$ cat src/rtl/serial_cmd_pkg.sv
// Constants shared by the half-duplex serial command port
package serial_cmd_pkg;
	localparam int unsigned CLK_HZ        = 10000000;
	localparam int unsigned BAUD_RATE     = 9600;
	localparam int unsigned OVERSAMPLE    = 16;
	localparam int unsigned OVS_DIV       = CLK_HZ / (BAUD_RATE * OVERSAMPLE);
	localparam int unsigned BITS_PER_CHAR = 10;
	localparam int unsigned DATA_BITS     = 7;
	localparam int unsigned RX_BUF_DEPTH  = 64;
	localparam int unsigned TX_BUF_DEPTH  = 64;
	localparam logic [6:0]  CHAR_CR       = 7'h0d;
	localparam logic [6:0]  CHAR_LF       = 7'h0a;
	localparam logic [6:0]  CHAR_QMARK    = 7'h3f;
	localparam logic [6:0]  CHAR_SEMI     = 7'h3b;
	localparam logic [6:0]  CHAR_SPACE    = 7'h20;
	localparam int unsigned RESP_DELAY_MS = 10;
	localparam int unsigned RESP_DELAY_CYC = CLK_HZ / 1000 * RESP_DELAY_MS;
endpackage : serial_cmd_pkg

$ cat src/rtl/serial_cmd_port.sv
// Half-duplex serial command port: framing, message parse and response send
`timescale 1ns/10ps
module serial_cmd_port
	import serial_cmd_pkg::*;
#(
	parameter int unsigned RESP_DELAY = RESP_DELAY_CYC
) (
	input  wire logic       clk_sys_i,
	input  wire logic       rst_i,
	input  wire logic       rxd_i,
	output logic            txd_o,
	input  wire logic       panel_setup_i,
	output logic            msg_valid_o,
	output logic            msg_is_query_o,
	output logic [6:0]      msg_len_o,
	input  wire logic [5:0] msg_rd_addr_i,
	output logic [6:0]      msg_rd_data_o,
	input  wire logic       resp_valid_i,
	input  wire logic [6:0] resp_char_i,
	input  wire logic       resp_last_i,
	output logic            resp_ready_o,
	output logic            msg_drop_o
);
	typedef enum logic [2:0] {ST_RECV, ST_HOLD, ST_WAIT, ST_SEND_BODY, ST_SEND_CR, ST_SEND_LF} port_state_e;

	port_state_e state_ff;
	logic [7:0]  ovs_cnt_ff;
	logic        ovs_tick;
	logic        rx_valid;
	logic [6:0]  rx_data;
	logic        rx_err;
	logic        rx_busy;
	logic [6:0]  rx_buf [RX_BUF_DEPTH];
	logic [6:0]  wr_ptr_ff;
	logic        bad_ff;
	logic        query_ff;
	logic        last_cr_ff;
	logic        panel_s1_ff;
	logic        panel_s2_ff;
	logic [23:0] delay_ff;
	logic        tx_busy_ff;
	logic [3:0]  tx_phase_ff;
	logic [3:0]  tx_bit_ff;
	logic [9:0]  tx_shift_ff;
	logic        tx_load;
	logic [6:0]  tx_char;
	logic        resp_last_ff;
	logic [7:0]  tx_div_ff;
	logic        tx_tick;

	// Oversample tick at 16x the line rate; 10 MHz / 153600 rounds to 65
	always_ff @(posedge clk_sys_i or posedge rst_i) begin
		if (rst_i) begin
			ovs_cnt_ff <= 8'h00;
		end else if (ovs_cnt_ff == 8'(OVS_DIV - 1)) begin
			ovs_cnt_ff <= 8'h00;
		end else begin
			ovs_cnt_ff <= ovs_cnt_ff + 8'h01;
		end
	end
	assign ovs_tick = (ovs_cnt_ff == 8'(OVS_DIV - 1));

	// Front-panel setup flag arrives from other logic domains; synchronise it
	always_ff @(posedge clk_sys_i or posedge rst_i) begin
		if (rst_i) begin
			panel_s1_ff <= 1'b0;
			panel_s2_ff <= 1'b0;
		end else begin
			panel_s1_ff <= panel_setup_i;
			panel_s2_ff <= panel_s1_ff;
		end
	end

	// Receiver is only enabled while receiving, which keeps the port half duplex
	serial_char_rx u_rx (
		.clk_sys_i    (clk_sys_i),
		.rst_i        (rst_i),
		.ovs_tick_i   (ovs_tick),
		.enable_i     (state_ff == ST_RECV && !panel_s2_ff),
		.rxd_i        (rxd_i),
		.char_valid_o (rx_valid),
		.char_data_o  (rx_data),
		.char_err_o   (rx_err),
		.busy_o       (rx_busy)
	);

	// Message buffer; 64 slots cover the longest host transmission
	always_ff @(posedge clk_sys_i) begin
		if (rx_valid && state_ff == ST_RECV && wr_ptr_ff < 7'(RX_BUF_DEPTH)) begin
			rx_buf[wr_ptr_ff[5:0]] <= rx_data;
		end
	end
	assign msg_rd_data_o = rx_buf[msg_rd_addr_i];

	// Message assembly and error tracking until CR LF ends the transmission
	always_ff @(posedge clk_sys_i or posedge rst_i) begin
		if (rst_i) begin
			wr_ptr_ff  <= 7'h00;
			bad_ff     <= 1'b0;
			query_ff   <= 1'b0;
			last_cr_ff <= 1'b0;
		end else if (state_ff != ST_RECV) begin
			if (state_ff == ST_HOLD) begin
				wr_ptr_ff  <= 7'h00;
				bad_ff     <= 1'b0;
				query_ff   <= 1'b0;
				last_cr_ff <= 1'b0;
			end
		end else if (rx_valid) begin
			last_cr_ff <= (rx_data == CHAR_CR);
			if (rx_err || wr_ptr_ff >= 7'(RX_BUF_DEPTH)) begin
				bad_ff <= 1'b1;
			end else begin
				wr_ptr_ff <= wr_ptr_ff + 7'h01;
			end
			if (rx_data == CHAR_QMARK) begin
				query_ff <= 1'b1;
			end
		end
	end

	// Terminator seen: CR immediately followed by LF
	logic msg_end;
	assign msg_end = rx_valid && state_ff == ST_RECV && last_cr_ff && rx_data == CHAR_LF;

	// Message hand-off pulses; semicolon-chained strings stay in one buffer
	always_ff @(posedge clk_sys_i or posedge rst_i) begin
		if (rst_i) begin
			msg_valid_o    <= 1'b0;
			msg_is_query_o <= 1'b0;
			msg_len_o      <= 7'h00;
			msg_drop_o     <= 1'b0;
		end else begin
			msg_valid_o <= 1'b0;
			msg_drop_o  <= 1'b0;
			if (msg_end) begin
				// A bad character anywhere discards the whole message
				msg_valid_o    <= !(bad_ff || rx_err);
				msg_drop_o     <= bad_ff || rx_err;
				msg_is_query_o <= query_ff;
				msg_len_o      <= wr_ptr_ff + 7'h01;
			end
		end
	end

	// Port sequencing; transmission happens only after a clean query
	always_ff @(posedge clk_sys_i or posedge rst_i) begin
		if (rst_i) begin
			state_ff     <= ST_RECV;
			delay_ff     <= 24'h000000;
			resp_last_ff <= 1'b0;
		end else begin
			case (state_ff)
				ST_RECV: begin
					if (msg_end) begin
						state_ff <= ST_HOLD;
						resp_last_ff <= 1'b0;
						delay_ff <= (query_ff && !bad_ff && !rx_err && !panel_s2_ff) ? 24'h000001 : 24'h000000;
					end
				end
				ST_HOLD: begin
					state_ff <= (delay_ff != 24'h000000) ? ST_WAIT : ST_RECV;
					delay_ff <= 24'h000000;
				end
				ST_WAIT: begin
					// Let the answer settle; response latency not below the typical figure
					if (delay_ff >= 24'(RESP_DELAY - 1)) begin
						state_ff <= ST_SEND_BODY;
					end else begin
						delay_ff <= delay_ff + 24'h000001;
					end
				end
				ST_SEND_BODY: begin
					if (tx_load && resp_last_i) begin
						state_ff <= ST_SEND_CR;
					end
				end
				ST_SEND_CR: begin
					if (tx_load) begin
						state_ff <= ST_SEND_LF;
					end
				end
				ST_SEND_LF: begin
					if (tx_load) begin
						resp_last_ff <= 1'b1;
					end
					if (resp_last_ff && !tx_busy_ff) begin
						state_ff <= ST_RECV;
					end
				end
				default: state_ff <= ST_RECV;
			endcase
		end
	end

	// Character source: response body from user logic, then CR LF appended
	assign resp_ready_o = (state_ff == ST_SEND_BODY) && !tx_busy_ff;
	assign tx_load = !tx_busy_ff && !resp_last_ff && (
		(state_ff == ST_SEND_BODY && resp_valid_i) ||
		state_ff == ST_SEND_CR || state_ff == ST_SEND_LF);
	assign tx_char = (state_ff == ST_SEND_CR) ? CHAR_CR :
		(state_ff == ST_SEND_LF) ? CHAR_LF : resp_char_i;

	// Transmitter: 10 bits, 16 ticks each; never runs while receiving
	// Its own divider restarts at load, so the start bit is a full bit time, not cut by the free-running tick
	always_ff @(posedge clk_sys_i or posedge rst_i) begin
		if (rst_i) begin
			tx_busy_ff  <= 1'b0;
			tx_div_ff   <= 8'h00;
			tx_phase_ff <= 4'h0;
			tx_bit_ff   <= 4'h0;
			tx_shift_ff <= 10'h3ff;
		end else if (tx_load) begin
			tx_busy_ff  <= 1'b1;
			tx_div_ff   <= 8'h00;
			tx_phase_ff <= 4'h0;
			tx_bit_ff   <= 4'h0;
			// Stop, odd parity, data LSB first, start
			tx_shift_ff <= {1'b1, ~(^tx_char), tx_char, 1'b0};
		end else if (tx_busy_ff) begin
			tx_div_ff <= tx_tick ? 8'h00 : tx_div_ff + 8'h01;
			if (tx_tick) begin
				tx_phase_ff <= tx_phase_ff + 4'h1;
				if (tx_phase_ff == 4'hf) begin
					tx_shift_ff <= {1'b1, tx_shift_ff[9:1]};
					tx_bit_ff   <= tx_bit_ff + 4'h1;
					if (tx_bit_ff == 4'(BITS_PER_CHAR - 1)) begin
						tx_busy_ff <= 1'b0;
					end
				end
			end
		end
	end
	assign tx_tick = (tx_div_ff == 8'(OVS_DIV - 1));

	// Line idles high; no handshake lines exist
	assign txd_o = tx_shift_ff[0];
endmodule // serial_cmd_port

$ cat src/rtl/serial_char_rx.sv
// Oversampling receiver for one 7O1 character
`timescale 1ns/10ps
module serial_char_rx
	import serial_cmd_pkg::*;
(
	input  wire logic       clk_sys_i,
	input  wire logic       rst_i,
	input  wire logic       ovs_tick_i,
	input  wire logic       enable_i,
	input  wire logic       rxd_i,
	output logic            char_valid_o,
	output logic [6:0]      char_data_o,
	output logic            char_err_o,
	output logic            busy_o
);
	logic       sync1_ff;
	logic       sync2_ff;
	logic       active_ff;
	logic [3:0] phase_ff;
	logic [3:0] bit_ff;
	logic [8:0] shift_ff;

	// Two-stage synchroniser; only sync2_ff is ever looked at
	always_ff @(posedge clk_sys_i or posedge rst_i) begin
		if (rst_i) begin
			sync1_ff <= 1'b1;
			sync2_ff <= 1'b1;
		end else begin
			sync1_ff <= rxd_i;
			sync2_ff <= sync1_ff;
		end
	end

	// Start detect then sample at bit centres, 8 ticks in then every 16
	always_ff @(posedge clk_sys_i or posedge rst_i) begin
		if (rst_i) begin
			active_ff    <= 1'b0;
			phase_ff     <= 4'h0;
			bit_ff       <= 4'h0;
			shift_ff     <= 9'h000;
			char_valid_o <= 1'b0;
			char_err_o   <= 1'b0;
			char_data_o  <= 7'h00;
		end else begin
			char_valid_o <= 1'b0;
			if (!active_ff) begin
				if (enable_i && !sync2_ff) begin
					active_ff <= 1'b1;
					phase_ff  <= 4'h0;
					bit_ff    <= 4'h0;
				end
			end else if (ovs_tick_i) begin
				phase_ff <= phase_ff + 4'h1;
				if (phase_ff == 4'h7) begin
					if (bit_ff == 4'h0 && sync2_ff) begin
						active_ff <= 1'b0; // Glitch, not a real start bit
					end else if (bit_ff == 4'(BITS_PER_CHAR - 1)) begin
						active_ff    <= 1'b0;
						char_valid_o <= 1'b1;
						char_data_o  <= shift_ff[7:1]; // Start bit sits in bit 0, parity in bit 8
						// Odd parity over data plus parity, stop must be high
						char_err_o   <= ~(^shift_ff[8:1]) | ~sync2_ff;
					end else begin
						shift_ff <= {sync2_ff, shift_ff[8:1]};
						bit_ff   <= bit_ff + 4'h1;
					end
				end
			end
		end
	end

	assign busy_o = active_ff;
endmodule // serial_char_rx

$ cat config.mk
export PLATFORM = sky130hd
export DESIGN_NAME = serial_cmd_port
export DESIGN_NICKNAME = d
export VERILOG_FILES = /design/src/rtl/serial_cmd_pkg.sv /design/src/rtl/serial_cmd_port.sv /design/src/rtl/serial_char_rx.sv
export SDC_FILE = /design/constraint.sdc
export NUM_CORES = 1
export LEC_CHECK = 0
export ABC_AREA = 1
export BUFFER_PORTS_ARGS = -buffer_cell sky130_fd_sc_hd__buf_4
export CORE_ASPECT_RATIO = 0.7
export CORE_UTILIZATION = 57
export CTS_CLUSTER_DIAMETER = 40
export CTS_CLUSTER_SIZE = 16
export DETAILED_ROUTE_END_ITERATION = 7
export HOLD_SLACK_MARGIN = 0.1
export PLACE_DENSITY = 0.82
export SLEW_MARGIN = 30
export SYNTH_ARGS = -nofsm -noshare
export SYNTH_HDL_FRONTEND = slang
export SYNTH_SLANG_ARGS = --single-unit
$ cat constraint.sdc
create_clock -name clk_sys_i -period 3.7 [get_ports clk_sys_i]
set_clock_uncertainty 0.1 [all_clocks]
set_input_delay 0.555 -clock clk_sys_i [delete_from_list [all_inputs] [get_ports clk_sys_i]]
set_output_delay 0.555 -clock clk_sys_i [all_outputs]
set_load 0.05 [all_outputs]
==> impl_metrics.toml <==
[final_layout]
drive_above_1_share = 0.0945
n_fill_cell = 2965
multiInputGateArea_mm2 = 0.00705
final_area_mm2 = 0.0270
seqCellArea_mm2 = 0.0163
areaGrowthSynthToFinish_pct = 11.9
num-nets-final = 2392
antenna_cells_inserted = 0

[placement]
place_congestion = 0.909
dpl.hpwl_um = 35000
place.port_buffers = 37
detailed_place.area_mm2 = 0.0252

[route]
drt_wl_total_um = 58700
drt_first_pass_iters = 6
ant_nets_after_route = 0
detailroute.via_count = 17600
routed_via_density = 5.98
route.detailed.wl_per_inst_um = 19.9
route.detailed.drc = 0
detail_route.iter0.violations = 2678

[sta]
worst_slew_pin_slew_ps = 884
report.final.slew_viol_count = 0
rsz0062_at_grt = "false"
worst_slew_margin_rel = 0.409
timing.final.crit_period_ps = 3240
hold_slack_ps = 142
timing.fmax_ghz = 0.309
final_hold_viol_count = 0
finalSetupViolations = 0
timing.setup.tns_ps = 0
fin_crit_sh = 0.876

[min_path]
holdCritPathClass = "in -> reg"
min_delay_path_depth = 3
min-delay-start = "resp_char_i[5]"
whs_endpoint = "tx_shift_ff[6]$_DFFE_PP1P_"

[power_and_ir_drop]
p_per_area_mw_per_mm2 = 483
totalPowerFinal_uw = 13100
power_leakage_uw = 0.0103
vdd.ir_drop.worst_v = 0.000400

[synth]
asyncSetResetFlopFracSynth = 0.200
synth_area_mm2 = 0.0242
synth.avg_cell_area_um2 = 10.4
number_of_distinct_standard_cells_referenced_by_the_synthesized_netlist = 39
synth_top_flop_cell = "sky130_fd_sc_hd__edfxtp_1"
postSynthNetCount = 2355
number_of_synthesized_register_bits = 560
synthesis.instances = 2322
synth_seq_area_share = 0.673
synth-edff-count = 448
yosysWarningCount = 0

[worst_setup_path]
timing_worst_setup_path_type = "reg -> reg"
nature_of_the_critical_path_startpoint = "flop"
critical_path_peak_fanout = 8
regToRegStartpoint = "state_ff[1]$_DFFE_PP0P_"
crit_path_start = "state_ff[1]$_DFFE_PP0P_"
worst_r2r_path_depth = 9
worstSetupEndpointType = "flop"
rrSetupSlack_ps = 460
timing.critical_path.required_ps = 3810
crit-reg2reg-capture = "rx_buf[42][4]$_DFFE_PP_"
crit_arrival_ps = 3350

[cts]
clock_insertion_delay_worst_skew_ps = 590
tritoncts_clock_tree = "done"
numCtsBuffers = 53
ctsRootBufferMaster = "sky130_fd_sc_hd__clkbuf_16"
max-clock-path-buffers = 3
tritoncts_num_sinks = 560
post-cts-setup-buffers = 0
cts_resized = 0
worst_setup_hold_path_clk_slew_ps = 70
cts.htree.levels = 2
hold_bufs_at_cts = 3

[floorplanning]
fp.dieArea_mm2 = 0.0432
fp.dieW_um = 248
start_util = 0.583
dieHeight_um = 174
placementRows = 62
ioPinCount = 38
core_area_mm2 = 0.0414

[grt]
grt_start_max_net_pins = 113
grtUsageTotal = 0.277
antenna_found_initial = 2
grt_first_pass_wirelength_um = 92600
gr-total-overflow = 0
first_global_vias = 16600

[outcome]
status = "complete, no violations"

[job]
max-cap-violations = 0
[worst max-delay path, stage by stage (launching register included)]
cell                      delay (ps)
sky130_fd_sc_hd__dfrtp_1         450
sky130_fd_sc_hd__nor2_2          220
sky130_fd_sc_hd__inv_2            80
sky130_fd_sc_hd__nor2_4          220
sky130_fd_sc_hd__nand2_2         120
sky130_fd_sc_hd__nor2_2          250
sky130_fd_sc_hd__inv_2            90
sky130_fd_sc_hd__nor2_4          150
sky130_fd_sc_hd__nand2_1         450
sky130_fd_sc_hd__nor2_1          720
[state kept, by name, summed over array words and instances, names as in the netlist, 3 cells and up]
name and count:
delay_ff 24, msg_len_o 7, ovs_cnt_ff 8, rx_buf 448, state_ff 3, tx_bit_ff 4, tx_div_ff 8, tx_phase_ff 4
tx_shift_ff 9, u_rx.bit_ff 4, u_rx.char_data_o 7, u_rx.phase_ff 4, u_rx.shift_ff 8, wr_ptr_ff 7
[cell families after synthesis]
family                     share of synthesized area
and+or+nand+nor                                0.254
DFF                                            0.673
buffers and inverters                         0.0348
AOI/OAI and AO/OA                             0.0177
xor gates and xnor gates                      0.0116
adders and majority gates                    0.00725
muxes                                       0.000932
[layout by cell type, fill, tap and decap left out, drive strengths merged, types with 2 or more instances in the layout]
| cell | n |
|---|---|
| xor2 | 20 |
| ha | 14 |
| or2 | 4 |
| bufinv | 6 |
| buf | 86 |
| dfstp | 11 |
| a21oi | 13 |
| mux2 | 2 |
| nand2 | 749 |
| clkinv | 20 |
| clkinvlp | 5 |
| dfrtp | 101 |
| nand3 | 463 |
| o22ai | 7 |
| o21ai | 54 |
| xnor2 | 12 |
| o31ai | 2 |
| clkbuf | 59 |
| nand3b | 5 |
| inv | 112 |
| nor4 | 2 |
| edfxtp | 448 |
| nand4 | 18 |
| nor2 | 164 |
| o21a | 2 |
| dlygate4sd3 | 3 |
| nor3b | 3 |
| nor3 | 15 |
[per-layer routing]
metal  GRT usage  vias up  part of all wire  routed length [um]
met4      0.0783        2             0.023                1380
met5           0        -           0.00020                  12
met1       0.405     8377              0.40               23600
met2       0.401     1094              0.44               25800
met3      0.0869      122              0.14                7990
li1            -     8012                 -                   -
[report_power, final]
part	switching [uW]	total, uW	internal [uW]
clock	2490	5690	3190
combinational	461	646	185
sequential	0.880	6720	6720
total	2950	13100	10100
[per-stage QoR]
step	utilization	std cells	setup WS, ps
CTS	0.653	2946	552
global placement	0.608	2845	579
global route	0.653	2946	283
detailed placement	0.608	2845	556
finish	0.653	2946	459
floorplan	-	2322	104
[synth_stat cells, drive strengths merged, types with 2 or more instances]
cell,count,area (um^2)
nand3b,5,37.5
nor3b,3,22.5
o21a,2,15.0
dfstp,11,289
nor4,2,12.5
or2,4,25.0
nand2,749,2850
o31ai,2,15.0
nor2,164,664
buf,45,218
o21ai,54,282
dfrtp,101,2530
nor3,15,75.1
clkbuf,62,233
nand3,463,2340
nand4,18,113
xor2,20,175
xnor2,12,105
edfxtp,448,13500
a21oi,13,65.1
mux2,2,22.5
inv,103,387
ha,14,175
o22ai,7,43.8
[worst max path at each step]
stage	end	cells past startpoint	slack, ps
2_1_floorplan	bad_ff$_DFFE_PP0P_	1	100
3_3_place_gp	msg_rd_data_o[2]	12	580
3_5_place_dp	msg_rd_data_o[6]	12	560
4_1_cts	msg_rd_data_o[2]	12	550
5_1_grt	rx_buf[42][4]$_DFFE_PP_	9	280
6_report	rx_buf[42][4]$_DFFE_PP_	9	460
[final cells by class]
class,count,area share
clock buffer,59,0.0515
clock inverter,39,0.0161
inverter,104,0.0148
multi-input combinational,1551,0.261
sequential,560,0.602
tap,544,0.0252
timing repair buffer,89,0.0298
Note: power is estimated with default switching activity, not from simulation.
